`src/rtl/store_arith_regs.svh`:
```
// Field positions, operation codes and constants of the store/arith block
`ifndef STORE_ARITH_REGS_SVH
`define STORE_ARITH_REGS_SVH

// Instruction word fields
`define F_OPC_HI 23
`define F_OPC_LO 18
`define F_MODE 17
`define F_DES_HI 16
`define F_DES_LO 15
`define F_ADDR_HI 14
`define F_ADDR_LO 0

// Partial word store boundaries
`define W_TOP 23
`define LOW15_TOP 14
`define LOW17_TOP 16
`define CHAR_TOP 5

// Operation group of the stores (octal 4x)
`define OPC_GRP_HI 5
`define OPC_GRP_LO 3
`define OPC_GRP_STORE 3'h4

// Operation codes (octal 40..47, 30..34, 50, 51, 56, 57, 60..63)
`define OP_STORE_PRIMARY 6'h20
`define OP_STORE_SECONDARY 6'h21
`define OP_STORE_CHAR_PRIMARY 6'h22
`define OP_STORE_CHAR_SECONDARY 6'h23
`define OP_STORE_LOW15 6'h24
`define OP_STORE_PAIR 6'h25
`define OP_STORE_LOW17 6'h26
`define OP_STORE_INDEX 6'h27
`define OP_ADD_PRIMARY 6'h18
`define OP_SUBTRACT_PRIMARY 6'h19
`define OP_ADD_PAIR 6'h1a
`define OP_SUBTRACT_PAIR 6'h1b
`define OP_REPLACE_ADD 6'h1c
`define OP_MULTIPLY_PRIMARY 6'h28
`define OP_DIVIDE_PRIMARY 6'h29
`define OP_MULTIPLY_PAIR 6'h2e
`define OP_DIVIDE_PAIR 6'h2f
`define OP_FLOAT_ADD 6'h30
`define OP_FLOAT_SUBTRACT 6'h31
`define OP_FLOAT_MULTIPLY 6'h32
`define OP_FLOAT_DIVIDE 6'h33

// Register load selectors
`define SEL_A 3'h0
`define SEL_Q 3'h1
`define SEL_B1 3'h2
`define SEL_B2 3'h3
`define SEL_B3 3'h4

// Index designators
`define DES_NONE 2'h0
`define DES_ONE 2'h1
`define DES_TWO 2'h2

// Constants
`define ADDR_ONE 15'h0001
`define ADDR_ZERO 15'h0000
`define ADDR_TOP 15'h7fff
`define CHAR_MASK 24'h00003f
`define CHAR_SHIFT0 5'h12
`define CHAR_SHIFT1 5'h0c
`define CHAR_SHIFT2 5'h06
`define CHAR_SHIFT3 5'h00

`endif

```
`src/rtl/store_arith_pkg.sv`:
```
// Types shared by the store/arith execution datapath
package store_arith_pkg;

  typedef enum logic [5:0] {
    S_IDLE = 6'h01,
    S_INDIR = 6'h02,
    S_RD1 = 6'h04,
    S_RD2 = 6'h08,
    S_WR1 = 6'h10,
    S_WR2 = 6'h20
  } seq_e;

  typedef struct packed {
    logic req;
    logic we;
    logic [14:0] addr;
    logic [23:0] wdata;
  } mem_cmd_s;

  typedef struct packed {
    logic [23:0] a;
    logic [23:0] q;
    logic [14:0] b1;
    logic [14:0] b2;
    logic [14:0] b3;
  } regs_s;

  typedef struct packed {
    seq_e st;
    logic [5:0] opc;
    logic [1:0] desig;
    logic [14:0] addr;
    logic [1:0] csel;
    logic [23:0] hi;
    regs_s r;
    mem_cmd_s mem;
    logic done;
    logic bad;
  } state_s;

endpackage

```
`src/rtl/ones_add.sv`:
```
// One's-complement adder/subtractor with end-around carry
`timescale 1ns/1ns
`default_nettype none
module ones_add #(
  parameter int W = 24
) (
  // Operands
  input wire logic [W-1:0] x,
  input wire logic [W-1:0] y,
  input wire logic sub,
  // Result
  output logic [W-1:0] sum
);
  logic [W-1:0] yy;
  logic [W:0] raw;

  // Subtraction adds the complement, as one's-complement hardware does
  assign yy = sub ? ~y : y;
  assign raw = {1'b0, x} + {1'b0, yy};
  assign sum = raw[W-1:0] + {{(W-1){1'b0}}, raw[W]};
endmodule
`default_nettype wire

```
`src/rtl/store_arith_execute.sv`:
```
// Store and fixed-point arithmetic execution datapath
`timescale 1ns/1ns
`default_nettype none
`include "store_arith_regs.svh"

// What this block does
// - Decode opcode, mode, designator, address; index it
// - Store primary word, primary unchanged
// - Store secondary word, secondary unchanged
// - Store primary low character, rest preserved
// - Store secondary low character, rest preserved
// - Character address offset by sign-extended index
// - Character stores never resolve indirect words
// - Opcode 44 replaces low 15 word bits
// - Opcode 45 stores primary then secondary
// - Pair next address uses one's-complement add
// - Opcode 46 replaces low 17 word bits
// - Store index into unindexed address low bits
// - Index designator zero stores zero bits
// - Index store ignores indexing in indirect words
// - Decode the arithmetic operation codes
// - Arithmetic honours indexing and indirect addressing
// - Add memory word to primary
// - Subtract memory word from primary
// - Add 48-bit pair operand to pair
// - Subtract 48-bit pair operand from pair
// - Replace-add writes sum back, primary unchanged
// - Multiply primary by memory word
// - Product high half secondary, low primary
module store_arith_execute (
  // Clock and reset
  input wire logic ref_clk,
  input wire logic rst_n,
  // Instruction from decode
  input wire logic instr_valid,
  input wire logic [23:0] instr,
  output logic instr_ready,
  output logic done,
  output logic unsupported,
  // Register preload from the processor
  input wire logic reg_load,
  input wire logic [2:0] reg_load_sel,
  input wire logic [23:0] reg_load_data,
  output store_arith_pkg::regs_s regs,
  // Core storage
  output store_arith_pkg::mem_cmd_s mem_cmd,
  input wire logic [23:0] mem_rdata,
  input wire logic mem_ack
);
  store_arith_pkg::state_s cur, nxt;

  logic [14:0] ea_m, ea_b, ea_sum, pair_next;
  logic [16:0] chr_off, chr_sum;
  logic [23:0] opnd_hi, sum24, wr_data, mul_a, mul_b;
  logic [47:0] sum48, prod, mul_res;
  logic sub24, sub48, launch, mul_neg;
  logic [14:0] launch_addr;
  logic [5:0] launch_opc;
  logic [1:0] launch_des;

  function automatic logic [14:0] idx_of(input logic [1:0] b,
                                         input store_arith_pkg::regs_s r);
    case (b)
      2'h1: idx_of = r.b1;
      2'h2: idx_of = r.b2;
      2'h3: idx_of = r.b3;
      default: idx_of = `ADDR_ZERO;
    endcase
  endfunction

  function automatic logic [23:0] char_merge(input logic [23:0] w,
                                             input logic [1:0] sel,
                                             input logic [5:0] c);
    logic [4:0] sh;
    sh = `CHAR_SHIFT3;
    case (sel)
      2'h0: sh = `CHAR_SHIFT0;
      2'h1: sh = `CHAR_SHIFT1;
      2'h2: sh = `CHAR_SHIFT2;
      default: sh = `CHAR_SHIFT3;
    endcase
    char_merge = (w & ~(`CHAR_MASK << sh)) | ({18'h0, c} << sh);
  endfunction

  // ********************************************************
  // Address and arithmetic adders
  // ********************************************************
  ones_add #(.W(15)) u_ea (
    .x(ea_m), .y(ea_b), .sub(1'b0), .sum(ea_sum)
  );
  ones_add #(.W(15)) u_pair (
    .x(cur.addr), .y(`ADDR_ONE), .sub(1'b0), .sum(pair_next)
  );
  ones_add #(.W(17)) u_chr (
    .x({2'h0, instr[`F_ADDR_HI:`F_ADDR_LO]}), .y(chr_off), .sub(1'b0),
    .sum(chr_sum)
  );
  ones_add #(.W(24)) u_acc24 (
    .x(cur.r.a), .y(opnd_hi), .sub(sub24), .sum(sum24)
  );
  ones_add #(.W(48)) u_acc48 (
    .x({cur.r.a, cur.r.q}), .y({cur.hi, mem_rdata}), .sub(sub48),
    .sum(sum48)
  );

  always_comb begin
    // Indexing is applied from the instruction, or from an indirect
    // word; the index store never indexes at all
    if (cur.st == store_arith_pkg::S_INDIR) begin
      ea_m = mem_rdata[`F_ADDR_HI:`F_ADDR_LO];
      ea_b = (cur.opc == `OP_STORE_INDEX) ? `ADDR_ZERO :
             idx_of(mem_rdata[`F_DES_HI:`F_DES_LO], cur.r);
    end else begin
      ea_m = instr[`F_ADDR_HI:`F_ADDR_LO];
      ea_b = (instr[`F_OPC_HI:`F_OPC_LO] == `OP_STORE_INDEX) ? `ADDR_ZERO :
             idx_of(instr[`F_DES_HI:`F_DES_LO], cur.r);
    end
  end

  // Character offset: any nonzero designator picks B2 for the primary store,
  // B1 for the secondary store, sign-extended to the character width
  always_comb begin
    chr_off = 17'h0;
    if (instr[`F_DES_HI:`F_DES_LO] != `DES_NONE) begin
      if (instr[`F_OPC_HI:`F_OPC_LO] == `OP_STORE_CHAR_PRIMARY)
        chr_off = {{2{cur.r.b2[`LOW15_TOP]}}, cur.r.b2};
      else
        chr_off = {{2{cur.r.b1[`LOW15_TOP]}}, cur.r.b1};
    end
  end

  // Operand from storage is live in the read cycle, held afterwards
  assign opnd_hi = (cur.st == store_arith_pkg::S_RD1) ? mem_rdata : cur.hi;
  assign sub24 = (cur.opc == `OP_SUBTRACT_PRIMARY);
  assign sub48 = (cur.opc == `OP_SUBTRACT_PAIR);

  // Sign-magnitude multiply, complemented back for a negative product
  assign mul_a = cur.r.a[`W_TOP] ? ~cur.r.a : cur.r.a;
  assign mul_b = opnd_hi[`W_TOP] ? ~opnd_hi : opnd_hi;
  assign mul_neg = cur.r.a[`W_TOP] ^ opnd_hi[`W_TOP];
  assign prod = {24'h0, mul_a} * {24'h0, mul_b};
  assign mul_res = mul_neg ? ~prod : prod;

  // ********************************************************
  // Store data for the first write of each instruction
  // ********************************************************
  // Merges take the word as it is read: hi only lands at that edge
  always_comb begin
    case (cur.opc)
      `OP_STORE_PRIMARY: wr_data = cur.r.a;
      `OP_STORE_SECONDARY: wr_data = cur.r.q;
      `OP_STORE_PAIR: wr_data = cur.r.a;
      `OP_STORE_CHAR_PRIMARY:
        wr_data = char_merge(opnd_hi, cur.csel,
                             cur.r.a[`CHAR_TOP:0]);
      `OP_STORE_CHAR_SECONDARY:
        wr_data = char_merge(opnd_hi, cur.csel,
                             cur.r.q[`CHAR_TOP:0]);
      `OP_STORE_LOW15:
        wr_data = {opnd_hi[`W_TOP:`LOW15_TOP+1],
                   cur.r.a[`LOW15_TOP:0]};
      `OP_STORE_LOW17:
        wr_data = {opnd_hi[`W_TOP:`LOW17_TOP+1],
                   cur.r.a[`LOW17_TOP:0]};
      `OP_STORE_INDEX:
        wr_data = {opnd_hi[`W_TOP:`LOW15_TOP+1],
                   idx_of(cur.desig, cur.r)};
      `OP_REPLACE_ADD: wr_data = sum24;
      default: wr_data = cur.r.a;
    endcase
  end

  // ********************************************************
  // Sequencer
  // ********************************************************
  always_comb begin
    nxt = cur;
    nxt.done = 1'b0;
    nxt.bad = 1'b0;
    launch = 1'b0;
    launch_addr = ea_sum;
    launch_opc = cur.opc;
    launch_des = cur.desig;
    case (cur.st)
      store_arith_pkg::S_IDLE: begin
        if (instr_valid) begin
          nxt.opc = instr[`F_OPC_HI:`F_OPC_LO];
          nxt.desig = instr[`F_DES_HI:`F_DES_LO];
          launch_opc = instr[`F_OPC_HI:`F_OPC_LO];
          case (instr[`F_OPC_HI:`F_OPC_LO])
            `OP_STORE_CHAR_PRIMARY, `OP_STORE_CHAR_SECONDARY: begin
              // Mode bit is not looked at: no indirect resolution
              nxt.addr = chr_sum[16:2];
              nxt.csel = chr_sum[1:0];
              nxt.st = store_arith_pkg::S_RD1;
              nxt.mem = '{1'b1, 1'b0, chr_sum[16:2], 24'h0};
            end
            `OP_STORE_PRIMARY, `OP_STORE_SECONDARY, `OP_STORE_LOW15,
            `OP_STORE_PAIR, `OP_STORE_LOW17, `OP_STORE_INDEX,
            `OP_ADD_PRIMARY, `OP_SUBTRACT_PRIMARY, `OP_ADD_PAIR,
            `OP_SUBTRACT_PAIR, `OP_REPLACE_ADD,
            `OP_MULTIPLY_PRIMARY: begin
              if (instr[`F_MODE]) begin
                nxt.st = store_arith_pkg::S_INDIR;
                nxt.mem = '{1'b1, 1'b0, ea_sum, 24'h0};
              end else begin
                launch = 1'b1;
              end
            end
            default: begin
              // Divide and floating point are handled elsewhere
              nxt.done = 1'b1;
              nxt.bad = 1'b1;
            end
          endcase
        end else if (reg_load) begin
          case (reg_load_sel)
            `SEL_A: nxt.r.a = reg_load_data;
            `SEL_Q: nxt.r.q = reg_load_data;
            `SEL_B1: nxt.r.b1 = reg_load_data[`LOW15_TOP:0];
            `SEL_B2: nxt.r.b2 = reg_load_data[`LOW15_TOP:0];
            `SEL_B3: nxt.r.b3 = reg_load_data[`LOW15_TOP:0];
            default: nxt.r = cur.r;
          endcase
        end
      end
      store_arith_pkg::S_INDIR: begin
        if (mem_ack) begin
          if (mem_rdata[`F_MODE]) begin
            nxt.mem.addr = ea_sum;
          end else begin
            launch = 1'b1;
          end
        end
      end
      store_arith_pkg::S_RD1: begin
        if (mem_ack) begin
          nxt.hi = mem_rdata;
          case (cur.opc)
            `OP_ADD_PRIMARY, `OP_SUBTRACT_PRIMARY: begin
              nxt.r.a = sum24;
              nxt.mem.req = 1'b0;
              nxt.st = store_arith_pkg::S_IDLE;
              nxt.done = 1'b1;
            end
            `OP_MULTIPLY_PRIMARY: begin
              nxt.r.q = mul_res[47:24];
              nxt.r.a = mul_res[23:0];
              nxt.mem.req = 1'b0;
              nxt.st = store_arith_pkg::S_IDLE;
              nxt.done = 1'b1;
            end
            `OP_ADD_PAIR, `OP_SUBTRACT_PAIR: begin
              nxt.addr = pair_next;
              nxt.mem.addr = pair_next;
              nxt.st = store_arith_pkg::S_RD2;
            end
            default: begin
              nxt.st = store_arith_pkg::S_WR1;
              nxt.mem.we = 1'b1;
              nxt.mem.wdata = wr_data;
            end
          endcase
        end
      end
      store_arith_pkg::S_RD2: begin
        if (mem_ack) begin
          {nxt.r.a, nxt.r.q} = sum48;
          nxt.mem.req = 1'b0;
          nxt.st = store_arith_pkg::S_IDLE;
          nxt.done = 1'b1;
        end
      end
      store_arith_pkg::S_WR1: begin
        if (mem_ack) begin
          if (cur.opc == `OP_STORE_PAIR) begin
            nxt.addr = pair_next;
            nxt.mem.addr = pair_next;
            nxt.mem.wdata = cur.r.q;
            nxt.st = store_arith_pkg::S_WR2;
          end else begin
            nxt.mem.req = 1'b0;
            nxt.mem.we = 1'b0;
            nxt.st = store_arith_pkg::S_IDLE;
            nxt.done = 1'b1;
          end
        end
      end
      store_arith_pkg::S_WR2: begin
        if (mem_ack) begin
          nxt.mem.req = 1'b0;
          nxt.mem.we = 1'b0;
          nxt.st = store_arith_pkg::S_IDLE;
          nxt.done = 1'b1;
        end
      end
      default: nxt.st = store_arith_pkg::S_IDLE;
    endcase

    // Full-word stores write at once; everything else reads first
    if (launch) begin
      nxt.addr = launch_addr;
      if (launch_opc == `OP_STORE_PRIMARY ||
          launch_opc == `OP_STORE_PAIR) begin
        nxt.st = store_arith_pkg::S_WR1;
        nxt.mem = '{1'b1, 1'b1, launch_addr, cur.r.a};
      end else if (launch_opc == `OP_STORE_SECONDARY) begin
        nxt.st = store_arith_pkg::S_WR1;
        nxt.mem = '{1'b1, 1'b1, launch_addr, cur.r.q};
      end else begin
        nxt.st = store_arith_pkg::S_RD1;
        nxt.mem = '{1'b1, 1'b0, launch_addr, 24'h0};
      end
    end
  end

  always_ff @(posedge ref_clk or negedge rst_n) begin
    if (!rst_n) begin
      cur <= '{st: store_arith_pkg::S_IDLE, default: '0};
    end else begin
      cur <= nxt;
    end
  end

  assign instr_ready = (cur.st == store_arith_pkg::S_IDLE);
  assign done = cur.done;
  assign unsupported = cur.bad;
  assign regs = cur.r;
  assign mem_cmd = cur.mem;

  // ********************************************************
  // Checks
  // ********************************************************
  property p_store_primary_data;
    @(posedge ref_clk) disable iff (!rst_n)
    (cur.mem.req && cur.mem.we && cur.opc == `OP_STORE_PRIMARY)
      |-> cur.mem.wdata == cur.r.a;
  endproperty
  a_store_primary_data: assert property (p_store_primary_data)
    else $error("primary store data differs from A");

  property p_store_secondary_data;
    @(posedge ref_clk) disable iff (!rst_n)
    (cur.mem.req && cur.mem.we && cur.opc == `OP_STORE_SECONDARY)
      |-> cur.mem.wdata == cur.r.q;
  endproperty
  a_store_secondary_data: assert property (p_store_secondary_data)
    else $error("secondary store data differs from Q");

  property p_char_keep;
    @(posedge ref_clk) disable iff (!rst_n)
    (cur.st == store_arith_pkg::S_WR1 &&
     (cur.opc == `OP_STORE_CHAR_PRIMARY ||
      cur.opc == `OP_STORE_CHAR_SECONDARY))
      |-> ((cur.mem.wdata ^ cur.hi) &
           ~(`CHAR_MASK << (6 * (2'h3 - cur.csel)))) == 24'h0 &&
          cur.mem.wdata[6 * (2'h3 - cur.csel) +: 6] ==
          (cur.opc == `OP_STORE_CHAR_PRIMARY ? cur.r.a[5:0] :
           cur.r.q[5:0]);
  endproperty
  a_char_keep: assert property (p_char_keep)
    else $error("character store disturbs other characters");

  property p_low15;
    @(posedge ref_clk) disable iff (!rst_n)
    (cur.st == store_arith_pkg::S_WR1 && cur.opc == `OP_STORE_LOW15)
      |-> cur.mem.wdata[23:15] == cur.hi[23:15] &&
          cur.mem.wdata[14:0] == cur.r.a[14:0];
  endproperty
  a_low15: assert property (p_low15)
    else $error("low-15 store merged wrongly");

  property p_low17;
    @(posedge ref_clk) disable iff (!rst_n)
    (cur.st == store_arith_pkg::S_WR1 && cur.opc == `OP_STORE_LOW17)
      |-> cur.mem.wdata[23:17] == cur.hi[23:17] &&
          cur.mem.wdata[16:0] == cur.r.a[16:0];
  endproperty
  a_low17: assert property (p_low17)
    else $error("low-17 store merged wrongly");

  property p_index_zero;
    @(posedge ref_clk) disable iff (!rst_n)
    (cur.st == store_arith_pkg::S_WR1 && cur.opc == `OP_STORE_INDEX &&
     cur.desig == `DES_NONE) |-> cur.mem.wdata[14:0] == 15'h0;
  endproperty
  a_index_zero: assert property (p_index_zero)
    else $error("index store with designator zero not zero");

  // Top of storage wraps to one, as one's-complement +1 does
  property p_pair_addr;
    @(posedge ref_clk) disable iff (!rst_n)
    (cur.st == store_arith_pkg::S_WR1 && cur.opc == `OP_STORE_PAIR &&
     mem_ack) |=> cur.mem.addr == (($past(cur.mem.addr) == `ADDR_TOP) ?
     `ADDR_ONE : $past(cur.mem.addr) + `ADDR_ONE) &&
     cur.mem.wdata == cur.r.q;
  endproperty
  a_pair_addr: assert property (p_pair_addr)
    else $error("second pair write wrong");

  property p_replace_add;
    @(posedge ref_clk) disable iff (!rst_n)
    (cur.st == store_arith_pkg::S_WR1 && cur.opc == `OP_REPLACE_ADD)
      |-> cur.mem.wdata == sum24 && $stable(cur.r.a);
  endproperty
  a_replace_add: assert property (p_replace_add)
    else $error("replace-add write data wrong");

  property p_store_keeps_a;
    @(posedge ref_clk) disable iff (!rst_n)
    (cur.st != store_arith_pkg::S_IDLE &&
     cur.opc[`OPC_GRP_HI:`OPC_GRP_LO] == `OPC_GRP_STORE)
      |=> $stable(cur.r.a) && $stable(cur.r.q);
  endproperty
  a_store_keeps_a: assert property (p_store_keeps_a)
    else $error("store changed an accumulator");

  property p_req_hold;
    @(posedge ref_clk) disable iff (!rst_n)
    (cur.mem.req && !mem_ack) |=> cur.mem.req && $stable(cur.mem.addr);
  endproperty
  a_req_hold: assert property (p_req_hold)
    else $error("storage request dropped before acknowledge");
endmodule
`default_nettype wire

```
`config.mk`:
```
export PLATFORM = sky130hd
export DESIGN_NAME = store_arith_execute
export DESIGN_NICKNAME = d
export VERILOG_FILES = /design/src/rtl/store_arith_pkg.sv /design/src/rtl/ones_add.sv /design/src/rtl/store_arith_execute.sv
export VERILOG_INCLUDE_DIRS = /design/src /design/src/rtl
export SDC_FILE = /design/constraint.sdc
export NUM_CORES = 2
export LEC_CHECK = 0
export ABC_AREA = 1
export ABC_CLOCK_PERIOD_IN_PS = 8800
export BUFFER_PORTS_ARGS = -buffer_cell sky130_fd_sc_hd__buf_2
export CORE_UTILIZATION = 65
export DETAILED_ROUTE_END_ITERATION = 12
export GPL_TIMING_DRIVEN = 0
export PLACE_DENSITY_LB_ADDON = 0.1
export SLEW_MARGIN = 20
export SYNTH_ARGS = -nofsm -noshare
export SYNTH_HDL_FRONTEND = slang
export SYNTH_SLANG_ARGS = --single-unit
```
`constraint.sdc`:
```
create_clock -name ref_clk -period 8.8 [get_ports ref_clk]
set_input_delay 0.44 -clock ref_clk [delete_from_list [all_inputs] [get_ports ref_clk]]
set_output_delay 0.44 -clock ref_clk [all_outputs]
set_load 0.05 [all_outputs]
```
==> qor.txt, run 1 <==
Synth warn = 0
Cts bufs inserted = 17
Stopping stage = global routing
Root Buffer = clkbuf_16
Pre-CTS WS = -1.81 ns
Hpwl dp = 162000 um
Initial Utilization = 0.660
Routability cong. = 1.20
Ports = 217
Avg Cell Area, Syn = 6.59 um2
Worst_ep grt = regs[57]$_DFFE_PN0P_/D
CTS Buffer Depth = 2
Gr usage total = 0.793
Post-synth ARST share = 1.00
Total congestion overflow = 112
Error = [ERROR GRT-0232] Routing congestion too high. Check the congestion heatmap in the GUI.
Main flop type after synthesis = dfrtp_1
Area share of the largest cell type after synthesis = 0.200
Worst ep type = sequential cell input
EDFF count, synth = 0
# clock sinks = 191
#FFs+latches synth = 191
Largest cells by area after synthesis = fa_1 (20%), nand2_1 (13%), dfrtp_1 (11%), inv_1 (10%), ha_1 (8.8%)
H-tree Lvls = 4
Status = aborted with a tool error
Synth area leader = fa_1
Net Count, Synth = 7606
Row count = 95
Pin count of the biggest net entering global routing = 97
Die Y = 264 um
Initial antenna violation count = 47
Die X-Extent = 264 um
Synth cell types = 71
Post-Syn Area = 44600 um2
Syn Inst Count = 6768
Placed insts = 7858
Register area share after synthesis = 0.107
Buffers on Ports = 215
## Yosys cell counts (all sizes together), types with 7 or more instances
cell	count
inv	1287
nand4	122
o221ai	26
xor2	156
a31oi	23
dfrtp	190
ha	313
o22ai	60
a221oi	10
fa	445
nor3	76
o21a	10
a21oi	312
nor2	869
o21ai	396
or2	37
a21o	7
nand2	1525
o2111ai	8
nor4	13
o21bai	22
nand3	346
clkbuf	128
o211ai	41
xnor2	88
clkinv	18
buf	185
nand3b	8
## cells by family after synthesis
family / Yosys count / share of synthesized area
adders and majority gates: 758 / 0.288
buffers and inverters: 1618 / 0.150
AOI/OAI and AO/OA: 954 / 0.122
and+or+nand+nor: 3003 / 0.284
DFF: 191 / 0.107
xor gates and xnor gates: 244 / 0.0492
## routing by layer
metal / GRT usage / overflow
met1: 0.820 / 4
met2: 0.918 / 71
met3: 0.682 / 7
met4: 0.718 / 28
met5: 0.398 / 2
## per-stage QoR
step                hold WS [ns]  cell area, um2
CTS                       0.0233           48500
detailed placement         0.468           46800
global placement           0.464           46700
floorplan                  0.144           44600
## what timing repair did
item,4_1_cts
pin swaps,8
setup buffers,11
gates resized for setup,210
setup endpoints to repair,37
hold buffers,0
==> run 2, diff against run 1 <==
--- a/config.mk
+++ b/config.mk
@@ -9,10 +9,10 @@
 export ABC_AREA = 1
 export ABC_CLOCK_PERIOD_IN_PS = 8800
 export BUFFER_PORTS_ARGS = -buffer_cell sky130_fd_sc_hd__buf_2
-export CORE_UTILIZATION = 65
+export CORE_UTILIZATION = 40
 export DETAILED_ROUTE_END_ITERATION = 12
 export GPL_TIMING_DRIVEN = 0
-export PLACE_DENSITY_LB_ADDON = 0.1
+export PLACE_DENSITY_LB_ADDON = 0.15
 export SLEW_MARGIN = 20
 export SYNTH_ARGS = -nofsm -noshare
 export SYNTH_HDL_FRONTEND = slang
==> run 2 against run 1 <==
  * The flow now finishes without violations
  * Synthesized cell count unchanged
  * Area after synthesis unchanged
==> qor.txt, run 2 <==
Buffers on Ports = 215 (unchanged)
# setup viols final = 0
First-iteration detailed-routing DRC count = 4840
Cts bufs inserted = 17 (unchanged)
Worst Path Required = 9.20 ns
Total congestion overflow = 0
#FFs+latches synth = 191 (unchanged)
Max Clk Rate = 0.115 GHz
Register area share after synthesis = 0.107 (unchanged)
Die Y = 336 um (+27%)
Wl on met1 = 92900 um
WL per Instance = 26.3 um
H-tree Lvls = 4 (unchanged)
# clock sinks = 191 (unchanged)
Critical Path AT = 9.12 ns
Die X-Extent = 336 um (+27%)
Hold_ws = 0.229 ns
Gr usage total = 0.398
Worst-Margin Slew = 1.32 ns
Hold depth = 3
Hpwl dp = 189000 um (+16%)
Startpoint types = flop
Syn Inst Count = 6768 (unchanged)
Pin count of the biggest net entering global routing = 88
Pre-CTS WS = -1.59 ns (+0.217 ns)
Synth area leader = fa_1
Setup tns final = 0 ns
Commonest non-fill, non-tap cells in the layout = nand2_1 (1494), inv_1 (1233), nor2_1 (812), fa_1 (440), nand3_1 (336)
Post-route setup slack = 0.0795 ns
CTS tree = built
Slew margin rel. = 0.117
Top Metal Used = met5
Dpl cell area = 47800 um2 (+2.0%)
Hold WC Path Type = primary input to flop
Routability cong. = 1.05 (-12%)
Worst-case reg-to-reg path depth = 29
R2r setup slk = 0.08 ns
Via count = 47553
Slowest stage delay, CP = 0.78 ns
Largest cells by area after synthesis = fa_1 (20%), nand2_1 (13%), dfrtp_1 (11%), inv_1 (10%), ha_1 (8.8%)
CP Class = flop to flop
Critical Path Sink Type = flop
DR WL met3 = 19200 um
Clock Latency Late Sink = 0.52 ns
Synth cell types = 71 (unchanged)
CP max-delay cell = clkbuf_1
Max FFs per register = 93
Post-Syn Area = 44600 um2 (unchanged)
Pins Over Slew Limit = 0
Drt first pass iters = 7
Commonest cells post-synth = nand2_1 (1504), inv_1 (1235), nor2_1 (835), fa_1 (445), o21ai_0 (340)
Design Area, Final = 50500 um2
Most numerous cell in the Yosys netlist = nand2_1
Clock-pin transition on the worst setup and hold timing paths = 0.10 ns
# DRC = 0
Initial antenna violation count = 11
Most common cell after layout, fill and taps aside = nand2_1
Net Count, Synth = 7606 (unchanged)
Final net count = 7916
Hold path start = mem_rdata[6]
WL met2 = 96700 um
Status = finished, final reports clean
Synth-to-layout area growth = 13.3%
Global-route wire length before repair = 321000 um
Root Buffer = clkbuf_16
FF/Latch Area = 4800 um2
Synth warn = 0 (unchanged)
CTS Buffer Depth = 2 (unchanged)
Multi-input gate area = 34200 um2
Most frequent CP cell = fa_1
Maxcap violations = 0
Die area = 113000 um2
Unrepaired setup endpoints after global routing = yes
EDFF count, synth = 0 (unchanged)
Row count = 122 (+28%)
Initial Utilization = 0.403 (-0.257)
Main flop type after synthesis = dfrtp_1
Worst-path fanout max = 10
Worst reg2reg startpoint = regs[92]
Routed Wire Length = 226000 um
Critical path endpoint = regs[91]
Avg Cell Area, Syn = 6.59 um2 (unchanged)
Vias in the first global route = 45386
Area share of the largest cell type after synthesis = 0.200 (unchanged)
Final ANT Viol Nets = 0
Core area = 111000 um2
Crit Reg-Reg Endpoint = regs[91]
Final Hold Fails = 0
Share of cells above drive strength 1 = 0.126
Ports = 217 (unchanged)
Final clock skew = 0.0243 ns
Critical Path Start = regs[92]
Min Tclk post-route = 8.72 ns
Post-synth ARST share = 1.00 (unchanged)
Vias per std cell = 5.54
Fin crit share = 0.991
Fillers = 11881
## run 2: final cells by class
type                            count  share of cell area
Multi-Input combinational cell   4959               0.677
Inverter                         1305              0.0975
Sequential cell                   191              0.0950
Buffer                            312              0.0411
Timing Repair Buffer              292              0.0389
Tap cell                         1488              0.0369
Clock buffer                       17             0.00843
Clock inverter                     15             0.00434
Antenna cell                        6            0.000297
## run 2: what timing repair did
action / CTS / global route
pin swaps: 20 / 22
endpoints found under the setup margin: 38 / 30
resized for setup: 179 / 177
buffers inserted: 43 / 22
hold buffers: 1 / 0
endpoints found under the hold margin: 30 / 0
## run 2: how the worst min path moves through the flow
| stage | to | slack (ns) |
|---|---|---|
| detailed placement | regs[39] | 0.33 |
| CTS | cur[142] | 0.21 |
| floorplan | cur[136] | 0.14 |
| global route | cur[157] | 0.23 |
| finish | cur[142] | 0.23 |
| global placement | mem_cmd[40] | 0.46 |
## run 2: cells by family after synthesis
group / synth area share
and+or+nand+nor: 0.284
buffers and inverters: 0.150
AOI/OAI and AO/OA: 0.122
adders and majority gates: 0.288
xor gates and xnor gates: 0.0492
DFF: 0.107
## run 2: metal layers
| metal | GRT usage | vias to the layer above |
|---|---|---|
| met1 | 0.522 | 22984 |
| met4 | 0.256 | 18 |
| met5 | 0 | - |
| li1 | - | 21731 |
| met2 | 0.601 | 2275 |
| met3 | 0.0723 | 545 |
## run 2: critical path, delay by kind of cell (launching register included)
kind,cells,cell delay (ns)
simple gates,8,1.09
flops,1,0.57
buf+inv,8,1.56
xor+xnor,3,1.01
compound gates,2,0.36
fa+ha+maj,8,4.00
## run 2: stage by stage
step,utilization,cells
2_1_floorplan,-,6768
3_3_place_gp,0.430,8471
3_5_place_dp,0.432,8482
4_1_cts,0.451,8558
5_1_grt,0.457,8579
6_report,0.457,8585
Power of run 2 is left out: the tool's default activity adds up to more than one toggle a clock period on the data nets, which glitch-free logic cannot reach.
